==> src/core/global_regs_pkg.sv <==
// Purpose: Shared constants for the global register bank
// Assumes: Byte-wide registers, 8-bit page offsets, 2-bit page selector
// Notes: Identity value is arbitrary
package global_regs_pkg;
	localparam int ALIAS_SPAN = 16;
	localparam logic [7:0] OFF_RESTART_IDENT = 8'h00;
	localparam logic [7:0] OFF_BANK_SELECT = 8'h01;
	localparam logic [7:0] OFF_CONV_FAULT = 8'h02;
	localparam logic [7:0] OFF_REG_FAULT = 8'h03;
	localparam logic [7:0] OFF_REG_ENABLES = 8'h04;
	localparam logic [15:0] UC_GLOBAL_BASE = 16'hA000;
	localparam int RESTART_BIT = 7;
	localparam int PAGE_W = 2;
	localparam int CONV_FAULT_W = 4;
	localparam int REG_FAULT_W = 7;
	localparam int REG_EN_W = 7;
	// Arbitrary identity value, not tied to any real part
	localparam logic [6:0] CHIP_IDENT_DEFAULT = 7'h12;
	localparam logic [1:0] BANK_SELECT_RESET = 2'h0;
	localparam logic [5:0] BANK_SPARE_RESET = 6'h00;
	localparam logic [3:0] CONV_SPARE_RESET = 4'h0;
	localparam logic [6:0] REG_EN_RESET = 7'h00;
	localparam int RESTART_HOLD_CYCLES = 4;
endpackage : global_regs_pkg

==> src/core/global_register_bank.sv <==
// Purpose: Global registers of the access manager, two access ports
// Assumes: Two-wire slave engine and microcontroller give byte strobes
// Notes: Two-wire port has priority; page accesses above 16 bytes pass on
`timescale 1ns/1ps
`default_nettype none
module global_register_bank #(
	parameter logic [6:0] CHIP_IDENT = global_regs_pkg::CHIP_IDENT_DEFAULT,
	parameter int HOLD = global_regs_pkg::RESTART_HOLD_CYCLES
) (
	input wire logic core_clk,
	input wire logic rst_b,
	input wire logic ser_wr,
	input wire logic ser_rd,
	input wire logic [7:0] ser_addr,
	input wire logic [7:0] ser_wdata,
	output logic [7:0] ser_rdata,
	output logic ser_ack,
	output logic ser_pass,
	output logic [1:0] ser_pass_page,
	output logic [7:0] ser_pass_addr,
	output logic ser_pass_wr,
	output logic [7:0] ser_pass_wdata,
	input wire logic uc_wr,
	input wire logic uc_rd,
	input wire logic [15:0] uc_addr,
	input wire logic [7:0] uc_wdata,
	output logic [7:0] uc_rdata,
	output logic uc_ack,
	input wire logic [3:0] conv_fault_in,
	input wire logic [6:0] reg_fault_in,
	output logic [6:0] regulator_enables,
	output logic regulator_fault_irq,
	output logic converter_fault_irq,
	output logic system_restart
);
	// The restart counter is eight bits, so the pulse length is capped
	if (HOLD < 1 || HOLD > 255) begin : g_bad_hold
		$error("global_register_bank: HOLD out of range");
	end
	// Field widths are tied to the register layout; refuse any drift
	if ($bits(ser_pass_page) != global_regs_pkg::PAGE_W) begin : g_bad_page
		$error("global_register_bank: page width mismatch");
	end
	if ($bits(conv_fault_in) != global_regs_pkg::CONV_FAULT_W) begin : g_bad_cf
		$error("global_register_bank: converter fault width mismatch");
	end
	if ($bits(reg_fault_in) != global_regs_pkg::REG_FAULT_W) begin : g_bad_rf
		$error("global_register_bank: regulator fault width mismatch");
	end
	if ($bits(regulator_enables) != global_regs_pkg::REG_EN_W) begin : g_bad_en
		$error("global_register_bank: enable width mismatch");
	end
	// Busy bit sits on top of the identity field in the read mux
	if (global_regs_pkg::RESTART_BIT != 7) begin : g_bad_rbit
		$error("global_register_bank: restart bit must be bit seven");
	end
	// Offsets are eight bits, so the alias span must fit below 256
	if (!(global_regs_pkg::ALIAS_SPAN inside {[1:255]})) begin : g_bad_span
		$error("global_register_bank: alias span out of range");
	end

	function automatic logic is_global(input logic [7:0] a);
		is_global = (a < 8'(global_regs_pkg::ALIAS_SPAN));
	endfunction : is_global

	// Faults arrive from analog blocks, so they are synchronised first
	logic [3:0] conv_s1_ff;
	logic [3:0] conv_s2_ff;
	logic [6:0] regf_s1_ff;
	logic [6:0] regf_s2_ff;
	always_ff @(posedge core_clk or negedge rst_b) begin
		if (!rst_b) begin
			conv_s1_ff <= 4'h0;
			conv_s2_ff <= 4'h0;
			regf_s1_ff <= 7'h00;
			regf_s2_ff <= 7'h00;
		end else begin
			conv_s1_ff <= conv_fault_in;
			conv_s2_ff <= conv_s1_ff;
			regf_s1_ff <= reg_fault_in;
			regf_s2_ff <= regf_s1_ff;
		end
	end

	// Arbitration: serial port wins, the microcontroller strobe is refused that cycle
	logic ser_glob;
	logic uc_hit;
	logic uc_go;
	logic wr_en;
	logic [7:0] wr_off;
	logic [7:0] wr_data;
	logic [7:0] uc_off;
	always_comb begin
		ser_glob = is_global(ser_addr);
		uc_off = uc_addr[7:0];
		uc_hit = (uc_addr[15:8] == global_regs_pkg::UC_GLOBAL_BASE[15:8])
			&& is_global(uc_off);
		// A refused uc strobe gets no ack; its source must issue it again
		uc_go = (uc_wr || uc_rd) && !(ser_wr || ser_rd);
		wr_en = 1'b0;
		wr_off = 8'h00;
		wr_data = 8'h00;
		if (ser_wr && ser_glob) begin
			wr_en = 1'b1;
			wr_off = ser_addr;
			wr_data = ser_wdata;
		end else if (uc_go && uc_wr && uc_hit) begin
			wr_en = 1'b1;
			wr_off = uc_off;
			wr_data = uc_wdata;
		end
	end

	// Stored fields; spare bits of bank select, converter fault and enables are kept so that they read back
	logic [1:0] page_ff;
	logic [1:0] nxt_page;
	logic [5:0] page_spare_ff;
	logic [5:0] nxt_page_spare;
	logic [3:0] conv_spare_ff;
	logic [3:0] nxt_conv_spare;
	logic [6:0] en_ff;
	logic [6:0] nxt_en;
	logic en_spare_ff;
	logic nxt_en_spare;
	logic restart_req;
	logic restart_busy;
	always_comb begin
		nxt_page = page_ff;
		nxt_page_spare = page_spare_ff;
		nxt_conv_spare = conv_spare_ff;
		nxt_en = en_ff;
		nxt_en_spare = en_spare_ff;
		restart_req = 1'b0;
		if (wr_en) begin
			case (wr_off)
				global_regs_pkg::OFF_RESTART_IDENT: begin
					// Identity bits ignore writes
					restart_req = wr_data[global_regs_pkg::RESTART_BIT];
				end
				global_regs_pkg::OFF_BANK_SELECT: begin
					nxt_page = wr_data[1:0];
					nxt_page_spare = wr_data[7:2];
				end
				global_regs_pkg::OFF_CONV_FAULT: begin
					nxt_conv_spare = wr_data[7:4];
				end
				global_regs_pkg::OFF_REG_FAULT: begin
					// Fault flags have no storage, so writes fall away
				end
				global_regs_pkg::OFF_REG_ENABLES: begin
					nxt_en = wr_data[6:0];
					nxt_en_spare = wr_data[7];
				end
				default: begin
				end
			endcase
		end
	end

	// Read data muxing shared by both ports
	function automatic logic [7:0] rd_mux(input logic [7:0] a,
		input logic busy, input logic [1:0] pg, input logic [5:0] pgs,
		input logic [3:0] cf, input logic [3:0] cs, input logic [6:0] rf,
		input logic [6:0] en, input logic es);
		case (a)
			global_regs_pkg::OFF_RESTART_IDENT: rd_mux = {busy, CHIP_IDENT};
			global_regs_pkg::OFF_BANK_SELECT: rd_mux = {pgs, pg};
			global_regs_pkg::OFF_CONV_FAULT: rd_mux = {cs, cf};
			global_regs_pkg::OFF_REG_FAULT: rd_mux = {1'b0, rf};
			global_regs_pkg::OFF_REG_ENABLES: rd_mux = {es, en};
			default: rd_mux = 8'h00;
		endcase
	endfunction : rd_mux

	logic [7:0] ser_rdata_ff;
	logic [7:0] nxt_ser_rdata;
	logic ser_ack_ff;
	logic nxt_ser_ack;
	logic [7:0] uc_rdata_ff;
	logic [7:0] nxt_uc_rdata;
	logic uc_ack_ff;
	logic nxt_uc_ack;
	logic pass_ff;
	logic nxt_pass;
	logic [1:0] pass_page_ff;
	logic [1:0] nxt_pass_page;
	logic [7:0] pass_addr_ff;
	logic [7:0] nxt_pass_addr;
	logic pass_wr_ff;
	logic nxt_pass_wr;
	logic [7:0] pass_wdata_ff;
	logic [7:0] nxt_pass_wdata;
	logic rf_irq_ff;
	logic nxt_rf_irq;
	logic cf_irq_ff;
	logic nxt_cf_irq;
	logic restart_ff;
	logic nxt_restart;
	always_comb begin
		// Paged offsets are acked by the page owner, not by this bank
		nxt_ser_ack = (ser_wr || ser_rd) && ser_glob;
		nxt_ser_rdata = ser_rdata_ff;
		if (ser_rd && ser_glob) begin
			nxt_ser_rdata = rd_mux(ser_addr, restart_busy, page_ff,
				page_spare_ff, conv_s2_ff, conv_spare_ff, regf_s2_ff,
				en_ff, en_spare_ff);
		end
		// Anything outside the global window reads zero on the uc side
		nxt_uc_ack = uc_go;
		nxt_uc_rdata = uc_rdata_ff;
		if (uc_go && uc_rd) begin
			nxt_uc_rdata = uc_hit ? rd_mux(uc_off, restart_busy, page_ff,
				page_spare_ff, conv_s2_ff, conv_spare_ff, regf_s2_ff,
				en_ff, en_spare_ff) : 8'h00;
		end
		// Upper offsets go to the page chosen by the selector
		nxt_pass = (ser_wr || ser_rd) && !ser_glob;
		nxt_pass_page = page_ff;
		nxt_pass_addr = ser_addr;
		nxt_pass_wr = ser_wr;
		nxt_pass_wdata = ser_wdata;
		nxt_rf_irq = |regf_s2_ff;
		nxt_cf_irq = |conv_s2_ff;
		nxt_restart = restart_busy;
	end

	always_ff @(posedge core_clk or negedge rst_b) begin
		if (!rst_b) begin
			page_ff <= global_regs_pkg::BANK_SELECT_RESET;
			page_spare_ff <= global_regs_pkg::BANK_SPARE_RESET;
			conv_spare_ff <= global_regs_pkg::CONV_SPARE_RESET;
			en_ff <= global_regs_pkg::REG_EN_RESET;
			en_spare_ff <= 1'b0;
			ser_rdata_ff <= 8'h00;
			ser_ack_ff <= 1'b0;
			uc_rdata_ff <= 8'h00;
			uc_ack_ff <= 1'b0;
			pass_ff <= 1'b0;
			pass_page_ff <= 2'h0;
			pass_addr_ff <= 8'h00;
			pass_wr_ff <= 1'b0;
			pass_wdata_ff <= 8'h00;
			rf_irq_ff <= 1'b0;
			cf_irq_ff <= 1'b0;
			restart_ff <= 1'b0;
		end else begin
			page_ff <= nxt_page;
			page_spare_ff <= nxt_page_spare;
			conv_spare_ff <= nxt_conv_spare;
			en_ff <= nxt_en;
			en_spare_ff <= nxt_en_spare;
			ser_rdata_ff <= nxt_ser_rdata;
			ser_ack_ff <= nxt_ser_ack;
			uc_rdata_ff <= nxt_uc_rdata;
			uc_ack_ff <= nxt_uc_ack;
			pass_ff <= nxt_pass;
			pass_page_ff <= nxt_pass_page;
			pass_addr_ff <= nxt_pass_addr;
			pass_wr_ff <= nxt_pass_wr;
			pass_wdata_ff <= nxt_pass_wdata;
			rf_irq_ff <= nxt_rf_irq;
			cf_irq_ff <= nxt_cf_irq;
			restart_ff <= nxt_restart;
		end
	end

	// Bit reads one only while the pulse runs, then clears itself
	restart_pulse #(
		.HOLD(HOLD)
	) u_restart (
		.core_clk(core_clk),
		.rst_b(rst_b),
		.req(restart_req),
		.pulse(restart_busy)
	);

	// Every output comes straight from a flop
	assign ser_rdata = ser_rdata_ff;
	assign ser_ack = ser_ack_ff;
	assign ser_pass = pass_ff;
	assign ser_pass_page = pass_page_ff;
	assign ser_pass_addr = pass_addr_ff;
	assign ser_pass_wr = pass_wr_ff;
	assign ser_pass_wdata = pass_wdata_ff;
	assign uc_rdata = uc_rdata_ff;
	assign uc_ack = uc_ack_ff;
	assign regulator_enables = en_ff;
	assign regulator_fault_irq = rf_irq_ff;
	assign converter_fault_irq = cf_irq_ff;
	// System reset level toward the power sequencer
	assign system_restart = restart_ff;
endmodule : global_register_bank
`default_nettype wire

==> src/core/restart_pulse.sv <==
// Purpose: Stretches the master restart request into a fixed pulse
// Assumes: Request is a one-cycle strobe on core_clk
// Notes: Busy flag lets the bank clear its restart bit when done
`timescale 1ns/1ps
`default_nettype none
module restart_pulse #(
	parameter int HOLD = global_regs_pkg::RESTART_HOLD_CYCLES
) (
	input wire logic core_clk,
	input wire logic rst_b,
	input wire logic req,
	output logic pulse
);
	if (HOLD < 1 || HOLD > 255) begin : g_bad_hold
		$error("restart_pulse: HOLD out of range");
	end
	logic [7:0] cnt_ff;
	logic [7:0] nxt_cnt;
	logic pulse_ff;
	logic nxt_pulse;
	always_comb begin
		nxt_cnt = cnt_ff;
		if (req && cnt_ff == 8'h00) begin
			nxt_cnt = 8'(HOLD);
		end else if (cnt_ff != 8'h00) begin
			nxt_cnt = cnt_ff - 8'h01;
		end
		nxt_pulse = (nxt_cnt != 8'h00);
	end
	always_ff @(posedge core_clk or negedge rst_b) begin
		if (!rst_b) begin
			cnt_ff <= 8'h00;
			pulse_ff <= 1'b0;
		end else begin
			cnt_ff <= nxt_cnt;
			pulse_ff <= nxt_pulse;
		end
	end
	assign pulse = pulse_ff;
endmodule : restart_pulse
`default_nettype wire

==> config.mk <==
export PLATFORM = sky130hd
export DESIGN_NAME = global_register_bank
export DESIGN_NICKNAME = d
export VERILOG_FILES = /design/src/core/global_regs_pkg.sv /design/src/core/global_register_bank.sv /design/src/core/restart_pulse.sv
export SDC_FILE = /design/constraint.sdc
export NUM_CORES = 1
export LEC_CHECK = 0
export BUFFER_PORTS_ARGS = -buffer_cell sky130_fd_sc_hd__buf_2
export CAP_MARGIN = 30
export CORE_ASPECT_RATIO = 0.9
export CORE_MARGIN = 4
export CORE_UTILIZATION = 35
export DETAILED_ROUTE_END_ITERATION = 8
export PLACE_DENSITY_LB_ADDON = 0.2
export SLEW_MARGIN = 20
export SYNTH_ARGS = -nofsm -noshare
export SYNTH_HDL_FRONTEND = slang
export SYNTH_HIERARCHICAL = 1
export SYNTH_SLANG_ARGS = --single-unit
==> constraint.sdc <==
create_clock -name core_clk -period 1.6 [get_ports core_clk]
set_clock_uncertainty 0.15 [all_clocks]
set_input_delay 0.08 -clock core_clk [delete_from_list [all_inputs] [get_ports core_clk]]
set_output_delay 0.08 -clock core_clk [all_outputs]
set_load 0.05 [all_outputs]
==> results of run 1 <==
[what timing repair did]
item / 4_1_cts / 5_1_grt
buffers inserted: 4 / 4
cloned: 0 / 0
pin swaps: 2 / 9
hold buffers: 35 / 0
setup endpoints to repair: 33 / 33
hold endpoints to repair: 131 / 0
resized for setup: 34 / 26
[where the power goes]
group          leakage, nW  total [mW]  switching (mW)  internal (mW)
sequential            1.15        2.71           0.190           2.52
combinational         1.59        1.56           0.835          0.727
clock                0.135        2.04           0.930           1.11
[synthesized netlist by cell type, types with 2 or more instances]
| cell type | n | area [um^2] |
|---|---|---|
| nand4_1 | 3 | 18.8 |
| dfrtp_1 | 92 | 2300 |
| a22oi_1 | 6 | 45.0 |
| a32oi_1 | 2 | 17.5 |
| buf_1 | 3 | 11.3 |
| or4_1 | 5 | 37.5 |
| nor3_1 | 7 | 35.0 |
| clkbuf_1 | 11 | 41.3 |
| a22o_1 | 9 | 78.8 |
| ha_1 | 2 | 25.0 |
| nor4_4 | 3 | 63.8 |
| a221oi_1 | 2 | 17.5 |
| mux2_2 | 25 | 282 |
| nand2_1 | 29 | 109 |
| and3_1 | 3 | 18.8 |
| xnor2_1 | 2 | 17.5 |
| a21o_1 | 5 | 37.5 |
| nor4_1 | 2 | 12.5 |
| mux2i_1 | 10 | 100 |
| nand3_1 | 9 | 45.0 |
| a21oi_1 | 19 | 95.1 |
| nor2b_1 | 2 | 12.5 |
| o31ai_1 | 2 | 15.0 |
| a31oi_1 | 4 | 25.0 |
| nor2_1 | 24 | 90.1 |
| inv_1 | 6 | 22.5 |
| and2_1 | 3 | 18.8 |
| nand2b_1 | 2 | 12.5 |
| xor2_1 | 2 | 17.5 |
| o21ai_0 | 20 | 100 |
| or3_1 | 2 | 12.5 |
[layout make-up]
type	instances	area [um^2]
tap	152	190
inverter	7	26.3
multi-input combinational	224	1790
clock buffer	10	239
sequential	92	2300
fill	960	4930
clock inverter	6	46.3
timing repair buffer	200	1420
[path summary, 6_finish.rpt]
kind                                  endpoint  slack [ps]
hold reg to reg                  regf_s2_ff[2]         200
setup / recovery              nxt_pass_page[1]        -370
hold / removal                conv_spare_ff[0]          30
max in group asynchronous  u_restart/cnt_ff[0]         900
min in group asynchronous          uc_rdata[1]         100
setup reg to reg               u_restart/pulse        -120
[logic make-up after synthesis]
kind of cell	after synthesis	share of synthesized area
flops	92	0.580
mux	35	0.0962
xor+xnor	4	0.00883
simple gates	104	0.144
compound gates	79	0.140
fa+ha+maj	2	0.00630
buf+inv	23	0.0246
[worst max-delay path: stages]
cell,delay [ps]
buf_6,90
or4_4,550
or4_4,610
o221ai_4,230
buf_12,180
mux2_4,300
[through the flow]
step,hold WS (ps),setup TNS (ps),util
3_5_place_dp,-56.0,-24670,0.465
2_1_floorplan,-366,-17270,-
4_1_cts,2.88,-8420,0.537
6_report,29.5,-8790,0.549
3_3_place_gp,-60.7,-24030,0.465
5_1_grt,32.3,-9630,0.549
[layout by cell type, fill, tap and decap left out, drive strengths merged, types with 3 or more instances in the layout]
master       count
buf            165
dfrtp           92
dlygate4sd3     35
nand2           30
mux2            25
nor2            24
o21ai           21
a21oi           19
mux2i           10
clkbuf          10
nand3           10
a22o             9
inv              8
nor3             7
a22oi            6
a21o             5
or4              5
nor4             5
a31oi            4
nand4            3
and3             3
and2             3
a32oi            3
clkinv           3
[registers in the layout, indices dropped and copies added, names as in the netlist, 6 cells and up]
signal and flops:
ser_pass_addr 8, regulator_enables 7, ser_rdata 8, regf_s2_ff 7
ser_pass_wdata 8, regf_s1_ff 7, u_restart/cnt_ff 8, uc_rdata 8
page_spare_ff 6
[layer usage]
metal,share of wire,routed length (um),GRT usage
met1,0.47,5470,0.250
met2,0.44,5120,0.269
met3,0.065,756,0.0617
met4,0.021,244,0.0655
met5,0,0,0
==> metrics.md, run 1 <==
| Metric | Value |
|---|---|
| Critical path arrival | ~2100 ps |
| H-tree Lvls | 3 |
| Power Density | 1050 nW/um^2 |
| Crit path time final | between 1500 and 2000 ps |
| Async set-or-reset flop fraction in the synthesized netlist | 1.00 |
| CTS root buf | clkbuf_16 |
| Core area | between 10000 and 15000 um^2 |
| Number of nets in the layout | around 590 |
| Netlist cell types | 54 |
| Startpoint Class | input pin |
| Initial antenna violation count | 0 |
| Status | finished, violations left |
| Area Growth Syn to Fin | 51.5% |
| Design Area, Final | between 6000 and 7000 um^2 |
| Width of the die | ~120 um |
| CTS tree | done |
| F_max | 0.507 GHz |
| Vias/cell | around 5.0 |
| Number of DRC markers in iteration 0 | 190 |
| RSZ-0062 raised after global routing | true |
| WP data required | between 1500 and 2000 ps |
| Via count | roughly 3400 |
| Synthesis-stage register bit count | between 90 and 100 |
| Actual slew at the worst max-slew pin | ~500 ps |
| First-pass GRT wire length | 18.3 mm |
| Final RePlAce weighted congestion | about 0.89 |
| Most used DFF post-synth | dfrtp_1 |
| CTS buffer count | 9 |
| Failing checks | negative setup slack |
| Worst hold path class | input pin to flop |
| Antenna Violating Nets Remaining | 0 |
| Cell area after synthesis | slightly below 4000 um^2 |
| Dpl hpwl | 8.27 mm |
| Leakage | 2.87 nW |
| Critical Path Start | uc_addr[9] |
| Hold wc startpoint | uc_wdata[4] |
| Total power | ~6.3 mW |
| Max-Cap Viols | 0 |
| Max-slew violations | 0 |
| Worst Path Max Fanout | 8 |
| GRT overflow | 0 |
| N_diodes | 0 |
| Total Wirelength | approximately 12 mm |
| DP Area | between 5000 and 6000 um^2 |
| Final period utilization | 1.23 |
| DIE AREA | about 13000 um^2 |
| Post-Syn Instances | 339 |
| Worst Reg-to-Reg Cells | 7 |
| Worst setup margin | -371 ps |
| Worst-Skew Late Latency | ~350 ps |
| Worst vdd ir | 0.526 mV |
| Critical Path End Type | flop |
| Input/output buffers | around 100 |
| Post-placement cell count | between 600 and 700 |
| CTS Sinks | between 90 and 100 |
| Top-Level Pins | 105 |
| Iteration count of the initial detailed-routing pass | 4 |
| Final Setup Violations | 32 |
| Vias in the first global route | 3457 |
| Initial Utilization | 0.363 |
| Synth warnings | 6 |
| Relative slew slack | 0.670 |
| Critical path class | input pin to flop |
| RR Startpoint | u_restart/cnt_ff[1] |
| Layout cell share with drive strength beyond 1 | 0.451 |
| Final routed DRC violation total | 0 |
| Synth Net Count | slightly below 400 |
| Worst hold stages | 3 |
| Syn avg cell area | 11.7 um^2 |
| WL/cell | roughly 17 um |
| FP Rows | 36 |
| Pre-CTS WS | -891 ps |
| Largest net degree at the start of global routing | 53 |
| Hold Vio Cnt, Final | 0 |
| Post-synth EDFFs | 0 |
| GRT Resource Usage Total | 0.182 |
| Fin cells | between 600 and 700 |
| Register clock-pin slew on the reported worst setup and hold paths | around 70 ps |
| Die Y | approximately 110 um |
| Clk buf depth | 2 |
| Register area share after synthesis | 0.580 |
Power figures use the tool's default switching activity.
==> inputs of run 2 (changes only) <==
--- a/config.mk
+++ b/config.mk
@@ -11,7 +11,9 @@
 export CORE_MARGIN = 4
 export CORE_UTILIZATION = 35
 export DETAILED_ROUTE_END_ITERATION = 8
+export GPL_TIMING_DRIVEN = 0
 export PLACE_DENSITY_LB_ADDON = 0.2
+export SETUP_SLACK_MARGIN = 0.15
 export SLEW_MARGIN = 20
 export SYNTH_ARGS = -nofsm -noshare
 export SYNTH_HDL_FRONTEND = slang
==> run 2 against run 1 <==
Effect of this change:
- core utilization fell by 0.25 points
- largest power group unchanged
- critical endpoint is now regulator_enables[1]
- flip-flop and latch count unchanged
- sequential power barely moved
- first-iteration DRC count decreased by 23%
- sequential share of layout area up 0.18 points
- the flow still finishes with violations (negative setup slack)
- via count fell by 1.2%
- clock-buffer cell count unchanged
==> metrics.md, run 2 (synthesis gave the netlist of run 1 again) <==
| Metric | Value |
|---|---|
| Status | finished, violations left |
| Failing checks | negative setup slack |
| F_max | a little under 0.5 GHz |
| Initial Utilization | 0.363 |
| Initial antenna violation count | 0 |
| Dpl hpwl | between 7 and 8 mm |
| Antenna Violating Nets Remaining | 0 |
| Vias in the first global route | roughly 3500 |
| Final period utilization | 1.29 |
| Cell internal pwr | between 4 and 5 mW |
| Worst-Skew Late Latency | 340 ps |
| Width of the die | ~120 um |
| Number of nets in the layout | 572 |
| H-tree Lvls | 3 |
| Most common cell type on the critical path | buf_6 |
| Number of DRC markers in iteration 0 | roughly 150 |
| Seq pwr share | 0.425 |
| GRT overflow | 0 |
| Switching pwr | around 1.9 mW |
| Die Y | between 100 and 150 um |
| CTS root buf | clkbuf_16 |
| Relative slew slack | 0.514 |
| WP data required | about 1700 ps |
| Hold Worst Slack | 14.3 ps |
| Clk pwr share | 0.363 |
| Input/output buffers | around 100 |
| Leakage | approximately 2.8 nW |
| Design Area, Final | ~6000 um^2 |
| Core area | around 11000 um^2 |
| Register clock-pin slew on the reported worst setup and hold paths | 60 ps |
| CTS Sinks | between 90 and 100 |
| Combinational share of power | 0.212 |
| Crit path time final | 2070 ps |
| FP Rows | 36 |
| WL/cell | 17.4 um |
| Final Setup Violations | 33 |
| Worst vdd ir | about 0.68 mV |
| Worst setup margin | -468 ps |
| CTS buffer count | 9 |
| Total power | approximately 6.4 mW |
| Most common cell after layout, fill and taps aside | buf_2 |
| Worst hold path class | input pin to flop |
| Most frequent cells in the layout | buf_2 (101), dfrtp_1 (90), dlygate4sd3_1 (36) |
| DP Area | about 4800 um^2 |
| Total Wirelength | between 10 and 15 mm |
| CP top delay family | simple AND/OR/NAND/NOR gates |
| Max-slew violations | 0 |
| Worst Path Max Fanout | 3 |
| CP max stage cell | or4_4 |
| Final RePlAce weighted congestion | 0.818 |
| Actual slew at the worst max-slew pin | roughly 730 ps |
| Final routed DRC violation total | 0 |
| Buf/Inv on CP | 3 |
| GRT Resource Usage Total | 0.184 |
| Fillers | just under 1000 |
| Via count | about 3400 |
| CP max stage delay | around 560 ps |
| Clk buf depth | 2 |
| Startpoint Class | input pin |
| Fin cells | 670 |
| Area of the multi-input gates | 1900 um^2 |
| Largest net degree at the start of global routing | 58 |
| Layout cell share with drive strength beyond 1 | 0.444 |
| RSZ-0062 raised after global routing | true |
| Post-placement cell count | ~600 |
| Hold Vio Cnt, Final | 0 |
| Critical Path, Cell by Cell | buf_6 -> or4_4 -> nor4_4 -> buf_6 -> a32oi_4 -> a2111oi_4 -> buf_4 -> mux2_4 |
| N_diodes | 0 |
| Power Density | 1070 nW/um^2 |
| Iteration count of the initial detailed-routing pass | 5 |
| Critical Path End Type | flop |
| First-pass GRT wire length | roughly 18 mm |
| Sw frac | 0.292 |
| Register area | around 2300 um^2 |
| Area Growth Syn to Fin | 50.8% |
| Critical path arrival | approximately 2100 ps |
| Top-Level Pins | between 100 and 150 |
| Max-Cap Viols | 0 |
| Vias/cell | about 5.1 |
| Critical path class | input pin to flop |
| CTS tree | done |
| DIE AREA | 13100 um^2 |
## run 2: worst register-to-register path, stage by stage (launching register included)
cell and delay [ps]:
dfrtp_2 460, nor4_4 350, buf_4 190, nand2_2 50, or3_1 300, nand2_1 80, nand4b_1 110
## run 2: per-layer routing
layer | vias up | global-route usage | wire length, um
li1 | 1588 | - | -
met1 | 1662 | 0.251 | 5190
met2 | 124 | 0.285 | 5480
met3 | 15 | 0.0446 | 783
met4 | 0 | 0.0704 | 224
met5 | - | 0 | 0
## run 2: timing repair
action / 4_1_cts / 5_1_grt
setup buffers: 21 / 2
hold buffers: 34 / 2
endpoints found under the hold margin: 129 / 6
gates resized for setup: 63 / 36
endpoints found under the setup margin: 43 / 43
pin swaps: 17 / 13
## run 2: power by group through the flow
| stage | logic [mW] | clock network, mW | registers, mW |
|---|---|---|---|
| 6_report | 1.36 | 2.32 | 2.71 |
| 5_1_grt | 1.48 | 2.45 | 2.74 |
| 4_1_cts | 1.29 | 2.37 | 2.71 |
| 3_5_place_dp | 1.11 | 0 | 2.74 |
| 3_3_place_gp | 1.10 | 0 | 2.73 |
| 2_1_floorplan | 0.640 | 0 | 2.86 |
## run 2: cell type report
class	instances	area share
plain buffers	16	0.0163
clock buffers	10	0.0399
clock inverters	6	0.0159
inverters	7	0.00439
multi-input cells	224	0.318
flip-flops and latches	92	0.385
well taps	152	0.0318
repair buffers	163	0.189
## run 2: worst paths after layout
check                                    start              endpoint  slack (ps)  cells past startpoint
min in group asynchronous                rst_b         regf_s1_ff[4]          50                      2
max in group asynchronous                rst_b           uc_rdata[7]         660                      3
hold / removal                     uc_wdata[1]  regulator_enables[1]          10                      3
setup / recovery                    uc_addr[9]  regulator_enables[1]        -470                      8
setup reg to reg           u_restart/cnt_ff[4]       u_restart/pulse        -160                      6
hold reg to reg                  conv_s1_ff[2]         conv_s2_ff[2]         200                      0
## run 2: through the flow
step	setup WS [ps]	util	TNS [ps]
6_report	-468	0.547	-11010
4_1_cts	-447	0.533	-10780
3_3_place_gp	-1300	0.431	-92780
3_5_place_dp	-1340	0.434	-36220
2_1_floorplan	-621	-	-17270
5_1_grt	-548	0.547	-13190
